**src/rtl/scpb_consts.svh**
```systemverilog
// Constants for the system control protection bits block
// Operation
// - Upper code page bit reads zero on parts with 64KB program memory or less
// - Lower code page bit reads zero on parts with 32KB program memory or less
// - Bit 6 is reserved and always reads zero
// - Bit 7 enables test port pins; set at reset, zero disables
// - Both password lock bits set by power-on and power-fail reset
// - System lock set requires system password for debug and loader routines
// - System lock written only by utility ROM code at high privilege
// - Loader lock set requires loader password for debug and loader routines
// - Loader lock written only by utility ROM code at medium privilege or more
// - ROM debug commands refused when flash word 000Eh is not FFFFh
// - Protection enable bit set to one by every reset
// - Protection enable one enforces protection and access control
// - Protection enable zero: no fault interrupts, any code may access
// - Clearing protection enable takes effect only at high privilege
// - Utility ROM reads always permitted
// - Bits 11 to 15 reserved and read zero
`ifndef SCPB_CONSTS_SVH
`define SCPB_CONSTS_SVH
`define SCPB_SC_ADDR 12'h000
`define SCPB_ST_ADDR 12'h004
`define SCPB_CDA_LO_BIT 4
`define SCPB_CDA_HI_BIT 5
`define SCPB_TAP_BIT 7
`define SCPB_SYSTEM_PASSWORD_LOCK_BIT 8
`define SCPB_LOADER_PASSWORD_LOCK_BIT 9
`define SCPB_MPE_BIT 10
`define SCPB_RESET_VAL 16'h0780
`define SCPB_MEM_64K 32'h0001_0000
`define SCPB_MEM_32K 32'h0000_8000
`define SCPB_FLASH_ERASED 16'hffff
`define SCPB_PW_BYTES 6'h20
`endif

```
**src/rtl/scpb_pkg.sv**
```systemverilog
// Types for the system control protection bits block
package scpb_pkg;
  typedef enum logic [1:0] {
    SCPB_CURRENT_PRIVILEGE_LEVEL_LOW = 2'b00,
    SCPB_CURRENT_PRIVILEGE_LEVEL_MED = 2'b01,
    SCPB_CURRENT_PRIVILEGE_LEVEL_HIGH = 2'b10
  } scpb_current_privilege_level_type;
  typedef struct packed {
    logic [1:0] code_page;
    logic tap_enable;
    logic system_password_lock;
    logic loader_password_lock;
    logic mem_protect_enable;
  } scpb_ctrl_type;
  typedef struct packed {
    logic in_util_rom;
    logic [1:0] current_privilege_level;
    logic [15:0] flash_word_0e;
  } scpb_ctx_type;
endpackage

```
**src/rtl/scpb_top.sv**
```systemverilog
// System control register upper fields with privilege-gated writes
`timescale 1ns/10ps
`include "scpb_consts.svh"
module scpb_top #(
  parameter logic [31:0] PROG_MEM_BYTES = 32'h0001_0000
)
(
  input wire logic pclk,
  input wire logic presetn,
  input wire logic psel,
  input wire logic penable,
  input wire logic pwrite,
  input wire logic [11:0] paddr,
  input wire logic [31:0] pwdata,
  input wire logic [3:0] pstrb,
  output logic [31:0] prdata,
  output logic pready,
  output logic pslverr,
  input wire scpb_pkg::scpb_ctx_type ctx,
  input wire logic sys_pw_matched,
  input wire logic ldr_pw_matched,
  input wire logic debug_cmd_req,
  input wire logic mem_access_req,
  input wire logic mem_access_allowed,
  input wire logic util_rom_read,
  output scpb_pkg::scpb_ctrl_type ctrl,
  output logic sys_routine_grant,
  output logic ldr_routine_grant,
  output logic debug_cmd_refused,
  output logic access_grant,
  output logic prot_fault
);
  logic [15:0] sc_r;
  logic [15:0] sc_nxt;
  logic [15:0] rd_nxt;
  logic wr_sc;
  logic page_hi_ok;
  logic page_lo_ok;
  logic high_rom;
  logic med_rom;

  // Access phase only; single-cycle answer, no wait states
  assign wr_sc = psel && penable && pwrite && (paddr == `SCPB_SC_ADDR);
  assign page_hi_ok = PROG_MEM_BYTES > `SCPB_MEM_64K;
  assign page_lo_ok = PROG_MEM_BYTES > `SCPB_MEM_32K;
  assign high_rom = ctx.in_util_rom &&
    (ctx.current_privilege_level == scpb_pkg::SCPB_CURRENT_PRIVILEGE_LEVEL_HIGH);
  assign med_rom = ctx.in_util_rom &&
    (ctx.current_privilege_level >= scpb_pkg::SCPB_CURRENT_PRIVILEGE_LEVEL_MED);

  // Byte-lane merge of write data into a register word
  function automatic logic [15:0] lane_merge(input logic [15:0] old,
    input logic [15:0] wd, input logic [1:0] be);
    lane_merge = old;
    if (be[0])
    begin
      lane_merge[7:0] = wd[7:0];
    end
    if (be[1])
    begin
      lane_merge[15:8] = wd[15:8];
    end
  endfunction

  always_comb
  begin
    logic [15:0] w;
    w = lane_merge(sc_r, pwdata[15:0], pstrb[1:0]);
    sc_nxt = sc_r;
    if (wr_sc)
    begin
      // Page bits only exist where memory is large enough
      if (page_hi_ok)
      begin
        sc_nxt[`SCPB_CDA_HI_BIT] = w[`SCPB_CDA_HI_BIT];
      end
      if (page_lo_ok)
      begin
        sc_nxt[`SCPB_CDA_LO_BIT] = w[`SCPB_CDA_LO_BIT];
      end
      sc_nxt[`SCPB_TAP_BIT] = w[`SCPB_TAP_BIT];
      if (high_rom)
      begin
        sc_nxt[`SCPB_SYSTEM_PASSWORD_LOCK_BIT] = w[`SCPB_SYSTEM_PASSWORD_LOCK_BIT];
      end
      if (med_rom)
      begin
        sc_nxt[`SCPB_LOADER_PASSWORD_LOCK_BIT] = w[`SCPB_LOADER_PASSWORD_LOCK_BIT];
      end
      // Setting is always allowed; only clearing needs high privilege
      if (w[`SCPB_MPE_BIT] ||
        ctx.current_privilege_level == scpb_pkg::SCPB_CURRENT_PRIVILEGE_LEVEL_HIGH)
      begin
        sc_nxt[`SCPB_MPE_BIT] = w[`SCPB_MPE_BIT];
      end
    end
  end

  // Every reset is one input here, so power-on and power-fail act alike
  always_ff @(posedge pclk or negedge presetn)
  begin
    if (!presetn)
    begin
      sc_r <= `SCPB_RESET_VAL;
    end
    else
    begin
      sc_r <= sc_nxt;
    end
  end

  always_comb
  begin
    rd_nxt = 16'h0000;
    if (paddr == `SCPB_SC_ADDR)
    begin
      rd_nxt = sc_r;
    end
    else if (paddr == `SCPB_ST_ADDR)
    begin
      rd_nxt = {14'h0000, debug_cmd_refused, prot_fault};
    end
  end

  always_ff @(posedge pclk or negedge presetn)
  begin
    if (!presetn)
    begin
      prdata <= 32'h0000_0000;
      pready <= 1'b0;
      pslverr <= 1'b0;
    end
    else
    begin
      pready <= psel && !penable;
      pslverr <= psel && !penable && (paddr != `SCPB_SC_ADDR) &&
        (paddr != `SCPB_ST_ADDR);
      prdata <= (psel && !penable && !pwrite) ? {16'h0000, rd_nxt} :
        32'h0000_0000;
    end
  end

  // Registered copies so outputs come straight from flip-flops
  always_ff @(posedge pclk or negedge presetn)
  begin
    if (!presetn)
    begin
      ctrl <= '{2'b00, 1'b1, 1'b1, 1'b1, 1'b1};
    end
    else
    begin
      ctrl.code_page <= {sc_nxt[`SCPB_CDA_HI_BIT], sc_nxt[`SCPB_CDA_LO_BIT]};
      ctrl.tap_enable <= sc_nxt[`SCPB_TAP_BIT];
      ctrl.system_password_lock <= sc_nxt[`SCPB_SYSTEM_PASSWORD_LOCK_BIT];
      ctrl.loader_password_lock <= sc_nxt[`SCPB_LOADER_PASSWORD_LOCK_BIT];
      ctrl.mem_protect_enable <= sc_nxt[`SCPB_MPE_BIT];
    end
  end

  always_ff @(posedge pclk or negedge presetn)
  begin
    if (!presetn)
    begin
      sys_routine_grant <= 1'b0;
      ldr_routine_grant <= 1'b0;
      debug_cmd_refused <= 1'b0;
    end
    else
    begin
      sys_routine_grant <= !sc_r[`SCPB_SYSTEM_PASSWORD_LOCK_BIT] || sys_pw_matched;
      ldr_routine_grant <= !sc_r[`SCPB_LOADER_PASSWORD_LOCK_BIT] || ldr_pw_matched;
      // Programmed word locks debug no matter what the lock bits say
      debug_cmd_refused <= debug_cmd_req &&
        (ctx.flash_word_0e != `SCPB_FLASH_ERASED);
    end
  end

  always_ff @(posedge pclk or negedge presetn)
  begin
    if (!presetn)
    begin
      access_grant <= 1'b0;
      prot_fault <= 1'b0;
    end
    else
    begin
      access_grant <= util_rom_read || !sc_r[`SCPB_MPE_BIT] ||
        (mem_access_req && mem_access_allowed);
      prot_fault <= sc_r[`SCPB_MPE_BIT] && mem_access_req &&
        !mem_access_allowed && !util_rom_read;
    end
  end

  property p_reserved_zero;
    @(posedge pclk) disable iff (!presetn)
    sc_r[15:11] == 5'h00 && !sc_r[6] && sc_r[3:0] == 4'h0;
  endproperty
  a_reserved_zero: assert property (p_reserved_zero)
    else $error("reserved bits nonzero");

  property p_system_password_lock_guard;
    @(posedge pclk) disable iff (!presetn)
    $changed(sc_r[`SCPB_SYSTEM_PASSWORD_LOCK_BIT]) |-> $past(high_rom);
  endproperty
  a_system_password_lock_guard: assert property (p_system_password_lock_guard)
    else $error("system lock changed without privilege");

  property p_loader_password_lock_guard;
    @(posedge pclk) disable iff (!presetn)
    $changed(sc_r[`SCPB_LOADER_PASSWORD_LOCK_BIT]) |-> $past(med_rom);
  endproperty
  a_loader_password_lock_guard: assert property (p_loader_password_lock_guard)
    else $error("loader lock changed without privilege");

  property p_mpe_clear;
    @(posedge pclk) disable iff (!presetn)
    $fell(sc_r[`SCPB_MPE_BIT]) |->
      $past(ctx.current_privilege_level) == scpb_pkg::SCPB_CURRENT_PRIVILEGE_LEVEL_HIGH;
  endproperty
  a_mpe_clear: assert property (p_mpe_clear)
    else $error("protection cleared at low privilege");

  property p_debug_refuse;
    @(posedge pclk) disable iff (!presetn)
    debug_cmd_req && ctx.flash_word_0e != `SCPB_FLASH_ERASED
      |=> debug_cmd_refused;
  endproperty
  a_debug_refuse: assert property (p_debug_refuse)
    else $error("debug not refused");

  property p_no_fault_off;
    @(posedge pclk) disable iff (!presetn)
    !sc_r[`SCPB_MPE_BIT] |=> !prot_fault && access_grant;
  endproperty
  a_no_fault_off: assert property (p_no_fault_off)
    else $error("fault while protection off");

  property p_rom_read;
    @(posedge pclk) disable iff (!presetn)
    util_rom_read |=> access_grant && !prot_fault;
  endproperty
  a_rom_read: assert property (p_rom_read)
    else $error("utility ROM read blocked");

  property p_sys_lock;
    @(posedge pclk) disable iff (!presetn)
    sc_r[`SCPB_SYSTEM_PASSWORD_LOCK_BIT] && !sys_pw_matched |=> !sys_routine_grant;
  endproperty
  a_sys_lock: assert property (p_sys_lock)
    else $error("system routine granted while locked");

  property p_ldr_lock;
    @(posedge pclk) disable iff (!presetn)
    sc_r[`SCPB_LOADER_PASSWORD_LOCK_BIT] && !ldr_pw_matched |=> !ldr_routine_grant;
  endproperty
  a_ldr_lock: assert property (p_ldr_lock)
    else $error("loader routine granted while locked");

  property p_pages;
    @(posedge pclk) disable iff (!presetn)
    (page_hi_ok || !sc_r[`SCPB_CDA_HI_BIT]) &&
    (page_lo_ok || !sc_r[`SCPB_CDA_LO_BIT]);
  endproperty
  a_pages: assert property (p_pages)
    else $error("absent page bit set");

  property p_fault_on;
    @(posedge pclk) disable iff (!presetn)
    sc_r[`SCPB_MPE_BIT] && mem_access_req && !mem_access_allowed &&
      !util_rom_read |=> prot_fault;
  endproperty
  a_fault_on: assert property (p_fault_on)
    else $error("no fault while protected");

  property p_cov_mpe_off;
    @(posedge pclk) disable iff (!presetn) $fell(sc_r[`SCPB_MPE_BIT]);
  endproperty
  c_mpe_off: cover property (p_cov_mpe_off);

  property p_cov_system_password_lock_clear;
    @(posedge pclk) disable iff (!presetn) $fell(sc_r[`SCPB_SYSTEM_PASSWORD_LOCK_BIT]);
  endproperty
  c_system_password_lock_clear: cover property (p_cov_system_password_lock_clear);

  property p_cov_refuse;
    @(posedge pclk) disable iff (!presetn) debug_cmd_refused;
  endproperty
  c_refuse: cover property (p_cov_refuse);

  property p_pready_one;
    @(posedge pclk) disable iff (!presetn)
    psel && !penable |=> pready;
  endproperty
  a_pready_one: assert property (p_pready_one)
    else $error("no ready after setup");

  property p_pready_drop;
    @(posedge pclk) disable iff (!presetn)
    pready |=> !pready;
  endproperty
  a_pready_drop: assert property (p_pready_drop)
    else $error("ready held past access");

  property p_write_only;
    @(posedge pclk) disable iff (!presetn)
    $changed(sc_r) |-> $past(wr_sc);
  endproperty
  a_write_only: assert property (p_write_only)
    else $error("register changed without write");

  property p_ctrl_mirror;
    @(posedge pclk) disable iff (!presetn)
    ctrl.code_page == {sc_r[`SCPB_CDA_HI_BIT], sc_r[`SCPB_CDA_LO_BIT]} &&
      ctrl.tap_enable == sc_r[`SCPB_TAP_BIT] &&
      ctrl.system_password_lock == sc_r[`SCPB_SYSTEM_PASSWORD_LOCK_BIT] &&
      ctrl.loader_password_lock == sc_r[`SCPB_LOADER_PASSWORD_LOCK_BIT] &&
      ctrl.mem_protect_enable == sc_r[`SCPB_MPE_BIT];
  endproperty
  a_ctrl_mirror: assert property (p_ctrl_mirror)
    else $error("control outputs differ from register");

  property p_sys_open;
    @(posedge pclk) disable iff (!presetn)
    !sc_r[`SCPB_SYSTEM_PASSWORD_LOCK_BIT] |=> sys_routine_grant;
  endproperty
  a_sys_open: assert property (p_sys_open)
    else $error("system routine refused while unlocked");

  property p_ldr_open;
    @(posedge pclk) disable iff (!presetn)
    !sc_r[`SCPB_LOADER_PASSWORD_LOCK_BIT] |=> ldr_routine_grant;
  endproperty
  a_ldr_open: assert property (p_ldr_open)
    else $error("loader routine refused while unlocked");

  property p_debug_erased;
    @(posedge pclk) disable iff (!presetn)
    ctx.flash_word_0e == `SCPB_FLASH_ERASED |=> !debug_cmd_refused;
  endproperty
  a_debug_erased: assert property (p_debug_erased)
    else $error("debug refused with erased word");

  property p_cov_loader_password_lock_clear;
    @(posedge pclk) disable iff (!presetn) $fell(sc_r[`SCPB_LOADER_PASSWORD_LOCK_BIT]);
  endproperty
  c_loader_password_lock_clear: cover property (p_cov_loader_password_lock_clear);

  property p_cov_fault;
    @(posedge pclk) disable iff (!presetn) prot_fault;
  endproperty
  c_fault: cover property (p_cov_fault);
endmodule // scpb_top

```
**config.mk**
```make
export PLATFORM = sky130hd
export DESIGN_NAME = scpb_top
export DESIGN_NICKNAME = d
export VERILOG_FILES = /design/src/rtl/scpb_pkg.sv /design/src/rtl/scpb_top.sv
export VERILOG_INCLUDE_DIRS = /design/src /design/src/rtl
export SDC_FILE = /design/constraint.sdc
export NUM_CORES = 1
export LEC_CHECK = 0
export BUFFER_PORTS_ARGS = -buffer_cell sky130_fd_sc_hd__buf_2
export CORE_UTILIZATION = 35
export DETAILED_ROUTE_END_ITERATION = 8
export GPL_TIMING_DRIVEN = 0
export HOLD_SLACK_MARGIN = 0.02
export PLACE_DENSITY = 0.85
export SLEW_MARGIN = 5
export SYNTH_ARGS = -nofsm -noshare
export SYNTH_HDL_FRONTEND = slang
export SYNTH_SLANG_ARGS = --single-unit
```
**constraint.sdc**
```tcl
create_clock -name pclk -period 2.1 [get_ports pclk]
set_clock_uncertainty 0.1 [all_clocks]
set_input_delay 0.42 -clock pclk [delete_from_list [all_inputs] [get_ports pclk]]
set_output_delay 0.42 -clock pclk [all_outputs]
set_load 0.02 [all_outputs]
```
==> results of run 1 <==
-- report_power, final --
| group | internal [mW] | leakage, nW | switching [mW] |
|---|---|---|---|
| clock | 0.0737 | 0.0150 | 0.0971 |
| combinational | 0.0750 | 0.640 | 0.0821 |
| sequential | 0.369 | 0.231 | 0.000838 |
-- state kept, by name, summed over array words and instances, names as in the netlist --
signal,flops
prdata,7
sc_r,5
access_grant,1
debug_cmd_refused,1
ldr_routine_grant,1
pready,1
prot_fault,1
pslverr,1
sys_routine_grant,1
-- worst min-delay path by stage --
stage / slack (ns) / start / endpoint / cells past startpoint
floorplan: 0.02 / presetn / access_grant / 0
global placement: 0.27 / presetn / prdata[4] / 1
detailed placement: 0.27 / presetn / prdata[4] / 1
CTS: 0.18 / util_rom_read / prot_fault / 2
global route: 0.17 / util_rom_read / prot_fault / 2
finish: 0.20 / util_rom_read / prot_fault / 2
-- layout make-up --
| class | count | area, um^2 |
|---|---|---|
| Buffer | 26 | 195.2 |
| Clock buffer | 4 | 26.28 |
| Fill cell | 235 | 1241 |
| Inverter | 2 | 7.507 |
| Multi-Input combinational cell | 66 | 422.9 |
| Sequential cell | 19 | 480.5 |
| Tap cell | 31 | 38.79 |
| Timing Repair Buffer | 68 | 345.3 |
-- kinds of logic after synthesis --
logic type             share of synthesized area, %
and+or+nand+nor                               24.10
other                                        0.3705
DFF                                           47.47
muxes                                         5.192
buffers and inverters                         20.03
AOI/OAI and AO/OA                             2.843
-- per-layer routing --
layer / up-vias / track usage [%]
met2: 60 / 22.38
met4: 0 / 3.214
li1: 446 / -
met5: - / 0
met3: 0 / 3.488
met1: 368 / 14.95
-- critical path, stage by stage --
cell and delay, ns:
buf_2 0.11, nor4_4 0.29, nand4_2 0.21, or2_4 0.30, mux2_4 0.30
-- cells in the final DEF, fill, tap and decap left out, drive strengths merged --
cell         instances
nor4                 2
or2                  1
nand2b               3
nand3b               2
nor4bb               1
and4b                1
and3b                1
dlygate4sd3          1
and3                 1
dfrtp               15
and2                 5
o41a                 1
o21ai                2
nor3                 1
nand4b               1
mux2                 4
o211ai               1
conb                26
buf                 93
nor2                 4
and4                 2
nand2                2
nand4                5
dfstp                4
inv                  2
clkbuf               4
-- per-stage QoR --
step	total power, mW	setup slack (ns)
global route	0.7379	0.4696
floorplan	0.4708	0.4769
global placement	0.5303	0.2436
detailed placement	0.5318	0.2361
CTS	0.7071	0.5405
finish	0.6978	0.5471
-- cells in the mapped netlist (3+ instances only) --
cell type,instances,area (um^2)
nor2_1,4,15.01
nand2b_1,3,18.77
and2_1,5,31.28
dfstp_2,4,105.1
buf_4,26,195.2
dfrtp_1,15,375.4
nand4_1,4,25.02
-- timing repair --
action,in CTS,in global routing
hold buffers,1,0
gates resized for setup,0,0
hold endpoints to repair,15,0
==> impl_metrics.toml, run 1 <==
[timing]
fin_setup_tns_ns = 0
period_needed_ns = 1.553
setup_viol = 0
fin_crit_sh_pct = 73.95
rsz0062_at_grt = "false"
timing.hold.ws_ns = 0.1958
hold_violations = 0
timing.fmax_mhz = 643.9
slew_violations = 0

[setup_path]
worst_r2r_path_depth = 1
cp-endpoint = "sc_r[4]"
crit_start = "paddr[5]"
cp.arrival_ns = 1.63
r2r_setup_slack_ns = 1.11
criticalPathCategory = "primary input to flop"
crit_path_start_kind = "primary input"
crit_fanout = 5
r2r-start = "sc_r[10]"
required_ns = 2.18
r2r_end = "prot_fault"
crit_path_end_kind = "flop"

[logic_synthesis]
async_reset_ff_share_pct = 100.0
syn-mean-instance-area_um2 = 11.50
synthCells = 88
ys.warnings.count = 0
synth.distinct_cells = 26
ys.flop_type = "dfrtp_1"
seq_area_frac_synth_pct = 47.47
synth_edf_count = 0
syn_area_um2 = 1012
synth-seq-cells = 19

[floorplan]
start_util_pct = 36.71
core_area_um2 = 2758
die_h_um = 55.78
die_area_um2 = 3111
rows = 19
die_w_um = 55.78
ioPinCount = 123

[clocking]
root_buffer = "clkbuf_4"
cts_tree = "built"
postCtsSetupBuffers = 0
cts_sinks = 19
htree_num_levels = 1
cts.path.max_buffers = 2
clock_latency_ns = 0.28
clk_pin_slew_ns = 0.10
numCtsBuffers = 3

[global_routing]
grt_max_degree = 20
globalRouteOverflowTotal = 0
antenna_found_initial = 0
grt_pass1_wl_um = 3146
first_global_vias = 737
track_usage_pct = 12.60

[route]
wire_per_inst_um = 9.144
wl_met2_um = 936
maxUsedRoutingLayer = "met3"
num_vias = 874
drcViolationCount = 0
wirelength_met1_um = 783
vias_per_cell = 4.046
drt_iter0_markers = 13
wl_met3_um = 256
drt_first_pass_iters = 3
wl_um = 1975
ant_nets = 0

[cells_and_area]
fin_util_pct = 54.99
fin_nets = 264
stdcell_area_um2 = 1516
final_cells = 216
area_growth_syn_to_layout_pct = 49.81
n_antenna_cell = 0
drive_above_1_share_pct = 58.92

[status]
status = "finished clean"

[worst_hold_path]
hp-class = "primary input to flop"

[job]
maxCapViolations = 0

[place]
place_inst = 211
hpwlAfterDp_um = 1709
place_area_um2 = 1480
gp_congestion = 0.7662
io_buffer_count = 67

[power]
leakage_nw = 0.8860
irDropWorstVdd_uv = 372.2
p_per_area_nw_per_um2 = 460.1
(Power assumes the default switching activity.)
==> run 2: changes to the inputs <==
--- a/config.mk
+++ b/config.mk
@@ -7,11 +7,11 @@
 export NUM_CORES = 1
 export LEC_CHECK = 0
 export BUFFER_PORTS_ARGS = -buffer_cell sky130_fd_sc_hd__buf_2
-export CORE_UTILIZATION = 35
+export CORE_UTILIZATION = 32
 export DETAILED_ROUTE_END_ITERATION = 8
 export GPL_TIMING_DRIVEN = 0
 export HOLD_SLACK_MARGIN = 0.02
-export PLACE_DENSITY = 0.85
+export PLACE_DENSITY = 0.79
 export SLEW_MARGIN = 5
 export SYNTH_ARGS = -nofsm -noshare
 export SYNTH_HDL_FRONTEND = slang
==> constraint.sdc (replaced) <==
create_clock -name pclk -period 1.6 [get_ports pclk]
set_clock_uncertainty 0.1 [all_clocks]
set_input_delay 0.32 -clock pclk [delete_from_list [all_inputs] [get_ports pclk]]
set_output_delay 0.32 -clock pclk [all_outputs]
set_load 0.02 [all_outputs]
==> impl_metrics.toml, run 2 (synthesis results as in run 1) <==
[global_routing]
grt_use_met2_pct = 22.66
use_met1_pct = 12.15
grt_pass1_wl_um = 3174
globalRouteOverflowTotal = 0
first_global_vias = 806
grt_max_degree = 20
antenna_found_initial = 0
met3_usage_pct = 3.125
grt.busiest_layer = "met2"
track_usage_pct = 11.88

[floorplan]
start_util_pct = 33.43
die_w_um = 58.24
ioPinCount = 123
rows = 20
core_area_um2 = 3028
die_h_um = 58.24
die_area_um2 = 3392

[place]
gp_congestion = 0.7121
place_inst = 224
io_buffer_count = 67
pre_cts_slack_ns = -0.1522
hpwlAfterDp_um = 1774

[setup_path]
crit_path_end_kind = "output pin"
required_ns = 1.18
cp.arrival_ns = 1.02
criticalPathCategory = "flop to output pin"
slowest_stage = "dfstp_2"
slowest_delay_ns = 0.57
critPathTopFamily = "flip-flops"
crit_path_start_kind = "flop"
crit_chain = "buf_2"
cp_num_buf_inv = 1
crit_fanout = 5

[timing]
period_needed_ns = 1.441
setup_viol = 0
fin_crit_sh_pct = 90.05
hold_violations = 0
slew_violations = 0
rsz0062_at_grt = "false"
timing.fmax_mhz = 694.0
final.setup.worst_slack_ns = 0.1591

[route]
wl_um = 2003
drt_first_pass_iters = 6
wire_per_inst_um = 8.747
drcViolationCount = 0
ant_nets = 0
vias_per_cell = 3.803
num_vias = 871
drt_iter0_markers = 22

[clocking]
cts_tree = "built"
cts.path.max_buffers = 2
numCtsBuffers = 3
hold_buffers = 1
cts_resized = 0
clk_pin_slew_ns = 0.10
root_buffer = "clkbuf_4"
postCtsSetupBuffers = 0
htree_num_levels = 1
clock_latency_ns = 0.28
cts_sinks = 19

[cells_and_area]
reg_top3 = "prdata: 7 flops, sc_r: 5 flops"
layout_commonest_cell = "buf_2"
drive_above_1_share_pct = 59.46
fin_util_pct = 50.66
largest-register = "prdata"
final_cells = 229
fin_nets = 264
n_antenna_cell = 0
area_growth_syn_to_layout_pct = 51.54
largest_reg_flops = 7
mostFrequentLayoutCells = "buf_2 (67), buf_4 (26), conb_1 (26)"

[status]
status = "finished clean"

[worst_hold_path]
hp-class = "primary input to flop"

[power]
p_total_mw = 0.9161
leakage_nw = 0.8887
p_per_area_nw_per_um2 = 597.2
irDropWorstVdd_uv = 199.2

[job]
maxCapViolations = 0
run 2: stage by stage:
step                      TNS [ns]  hold slack, ns  instance area [um^2]
final                            0         0.09176                  1534
after global routing             0          0.1001                  1534
after CTS                        0         0.08424                  1534
after detailed placement   -0.3414          0.1656                  1496
after global placement     -0.2945          0.1670                  1496
after floorplan                  0        -0.07559                  1106
run 2: per-layer routing:
metal	share of wire, %	up-vias
met5	0	-
met4	0	0
met3	14	0
met2	50	63
met1	36	363
li1	-	445
run 2: layout make-up:
cell class | instances | area [um^2]
inverter | 2 | 7.507
sequential | 19 | 480.5
tap | 44 | 55.05
clock buffer | 3 | 22.52
buffer | 26 | 195.2
timing repair buffer | 68 | 345.3
multi-input combinational | 66 | 422.9
clock inverter | 1 | 5.005
fill | 275 | 1494
run 2: report_power, final:
part	total, mW	internal, mW	switching, mW
logic	0.207	0.0985	0.109
clock network	0.223	0.0926	0.131
registers	0.485	0.484	0.00109
run 2: worst paths after layout:
path,slack [ns],cells past startpoint,start,to
max,0.16,1,sc_r[10],ctrl[0]
min,0.09,2,util_rom_read,prot_fault
max reg2reg,0.60,1,sc_r[10],prot_fault
min reg2reg,0.37,1,sc_r[8],sys_routine_grant
max in group asynchronous,0.69,2,presetn,sc_r[7]
min in group asynchronous,0.39,2,presetn,prdata[4]
==> run 3: changes to the inputs <==
--- a/config.mk
+++ b/config.mk
@@ -6,12 +6,11 @@
 export SDC_FILE = /design/constraint.sdc
 export NUM_CORES = 1
 export LEC_CHECK = 0
-export BUFFER_PORTS_ARGS = -buffer_cell sky130_fd_sc_hd__buf_2
-export CORE_UTILIZATION = 32
+export CORE_UTILIZATION = 40
 export DETAILED_ROUTE_END_ITERATION = 8
+export DONT_BUFFER_PORTS = 1
 export GPL_TIMING_DRIVEN = 0
 export HOLD_SLACK_MARGIN = 0.02
-export PLACE_DENSITY = 0.79
 export SLEW_MARGIN = 5
 export SYNTH_ARGS = -nofsm -noshare
 export SYNTH_HDL_FRONTEND = slang
==> impl_metrics.toml, run 3 (synthesis results as in run 1) <==
[cells_and_area]
n_antenna_cell = 0
stdcell_area_um2 = 1219
largest-register = "prdata"
mostFrequentLayoutCells = "buf_4 (26), conb_1 (26), dfrtp_1 (15)"
fin_util_pct = 53.05
reg_top3 = "prdata: 7 flops, sc_r: 5 flops"
area_growth_syn_to_layout_pct = 20.40
fin_nets = 201
final_cells = 150
drive_above_1_share_pct = 35.25
largest_reg_flops = 7

[setup_path]
crit_path_end_kind = "output pin"
crit_path_start_kind = "flop"
crit_fanout = 4
r2r_setup_slack_ns = 0.51
r2r-start = "sc_r[10]"
required_ns = 1.18
r2r_end = "prot_fault"
cp.arrival_ns = 0.93
worst_r2r_path_depth = 1
criticalPathCategory = "flop to output pin"

[power]
p_total_mw = 0.8698
p_per_area_nw_per_um2 = 713.7
irDropWorstVdd_uv = 357.7
leakage_nw = 0.6235

[clocking]
cts_sinks = 19
numCtsBuffers = 3
clock_latency_ns = 0.29
cts_resized = 0
root_buffer = "clkbuf_4"
cts_tree = "built"
clk_pin_slew_ns = 0.11
cts.path.max_buffers = 2
htree_num_levels = 1

[place]
gp_congestion = 0.7347
place_inst = 141
io_buffer_count = 0
hpwlAfterDp_um = 1435
place_area_um2 = 1141
pre_cts_slack_ns = -0.04318

[global_routing]
track_usage_pct = 12.67
antenna_found_initial = 0
grt_pass1_wl_um = 2566
grt_max_degree = 20
first_global_vias = 600
globalRouteOverflowTotal = 0

[route]
ant_nets = 0
vias_per_cell = 4.427
wl_um = 1771
wire_per_inst_um = 11.81
drt_first_pass_iters = 2
num_vias = 664
drt_iter0_markers = 1
drcViolationCount = 0

[timing]
setup_viol = 0
timing.fmax_mhz = 743.2
timing.hold.ws_ns = 0.03244
period_needed_ns = 1.345
max-slew-margin-rel_pct = 44.48
fin_setup_tns_ns = 0
hold_violations = 0
slew_violations = 0
rsz0062_at_grt = "false"
final.setup.worst_slack_ns = 0.2545
fin_crit_sh_pct = 84.09
worstMarginPinSlew_ns = 0.8301

[status]
status = "finished clean"

[floorplan]
rows = 17
die_w_um = 52.31
core_area_um2 = 2297
start_util_pct = 44.06
die_area_um2 = 2736
die_h_um = 52.31
ioPinCount = 123

[worst_hold_path]
hold_start = "pstrb[1]"
hp-class = "primary input to flop"
whs_endpoint = "sc_r[10]"
hold_path_depth = 2

[job]
maxCapViolations = 0
## run 3: cell types whose count changed in the layout (fill, tap and decap cells not counted)
cell,previous run,this run
buf_2,67,0
dlygate4sd3_1,1,5
## run 3: final cells by class
type | instances | area (um^2)
Clock buffer | 3 | 22.52
Tap cell | 28 | 35.03
Fill cell | 199 | 1079
Clock inverter | 1 | 5.005
Sequential cell | 19 | 480.5
Timing Repair Buffer | 5 | 50.05
Multi-Input combinational cell | 66 | 422.9
Inverter | 2 | 7.507
Buffer | 26 | 195.2
## run 3: worst max-delay path by stage
stage / cells after the start / slack, ns / start / to
CTS: 0 / 0.24 / sc_r[9] / ctrl[1]
detailed placement: 4 / -0.04 / paddr[1] / sc_r[4]
floorplan: 4 / 0.08 / paddr[5] / sc_r[4]
finish: 0 / 0.25 / sc_r[9] / ctrl[1]
global route: 4 / 0.20 / paddr[1] / sc_r[4]
global placement: 4 / -0.01 / paddr[5] / sc_r[4]
## run 3: what timing repair did
item | 4_1_cts | 5_1_grt
hold endpoints to repair | 21 | 1
hold buffers | 4 | 1
setup buffers | 0 | 0
## run 3: power breakdown
group,total (mW),internal [mW],switching [mW]
combinational,0.141,0.0621,0.0787
clock,0.238,0.0929,0.145
sequential,0.491,0.484,0.00683
total,0.870,0.640,0.230
## run 3: metal layers
layer	GRT usage, %	wire length [um]	up-vias
li1	-	-	317
met1	14.62	673	298
met2	21.31	875	47
met3	4.058	215	2
met4	5.263	6	0
met5	0	0	-
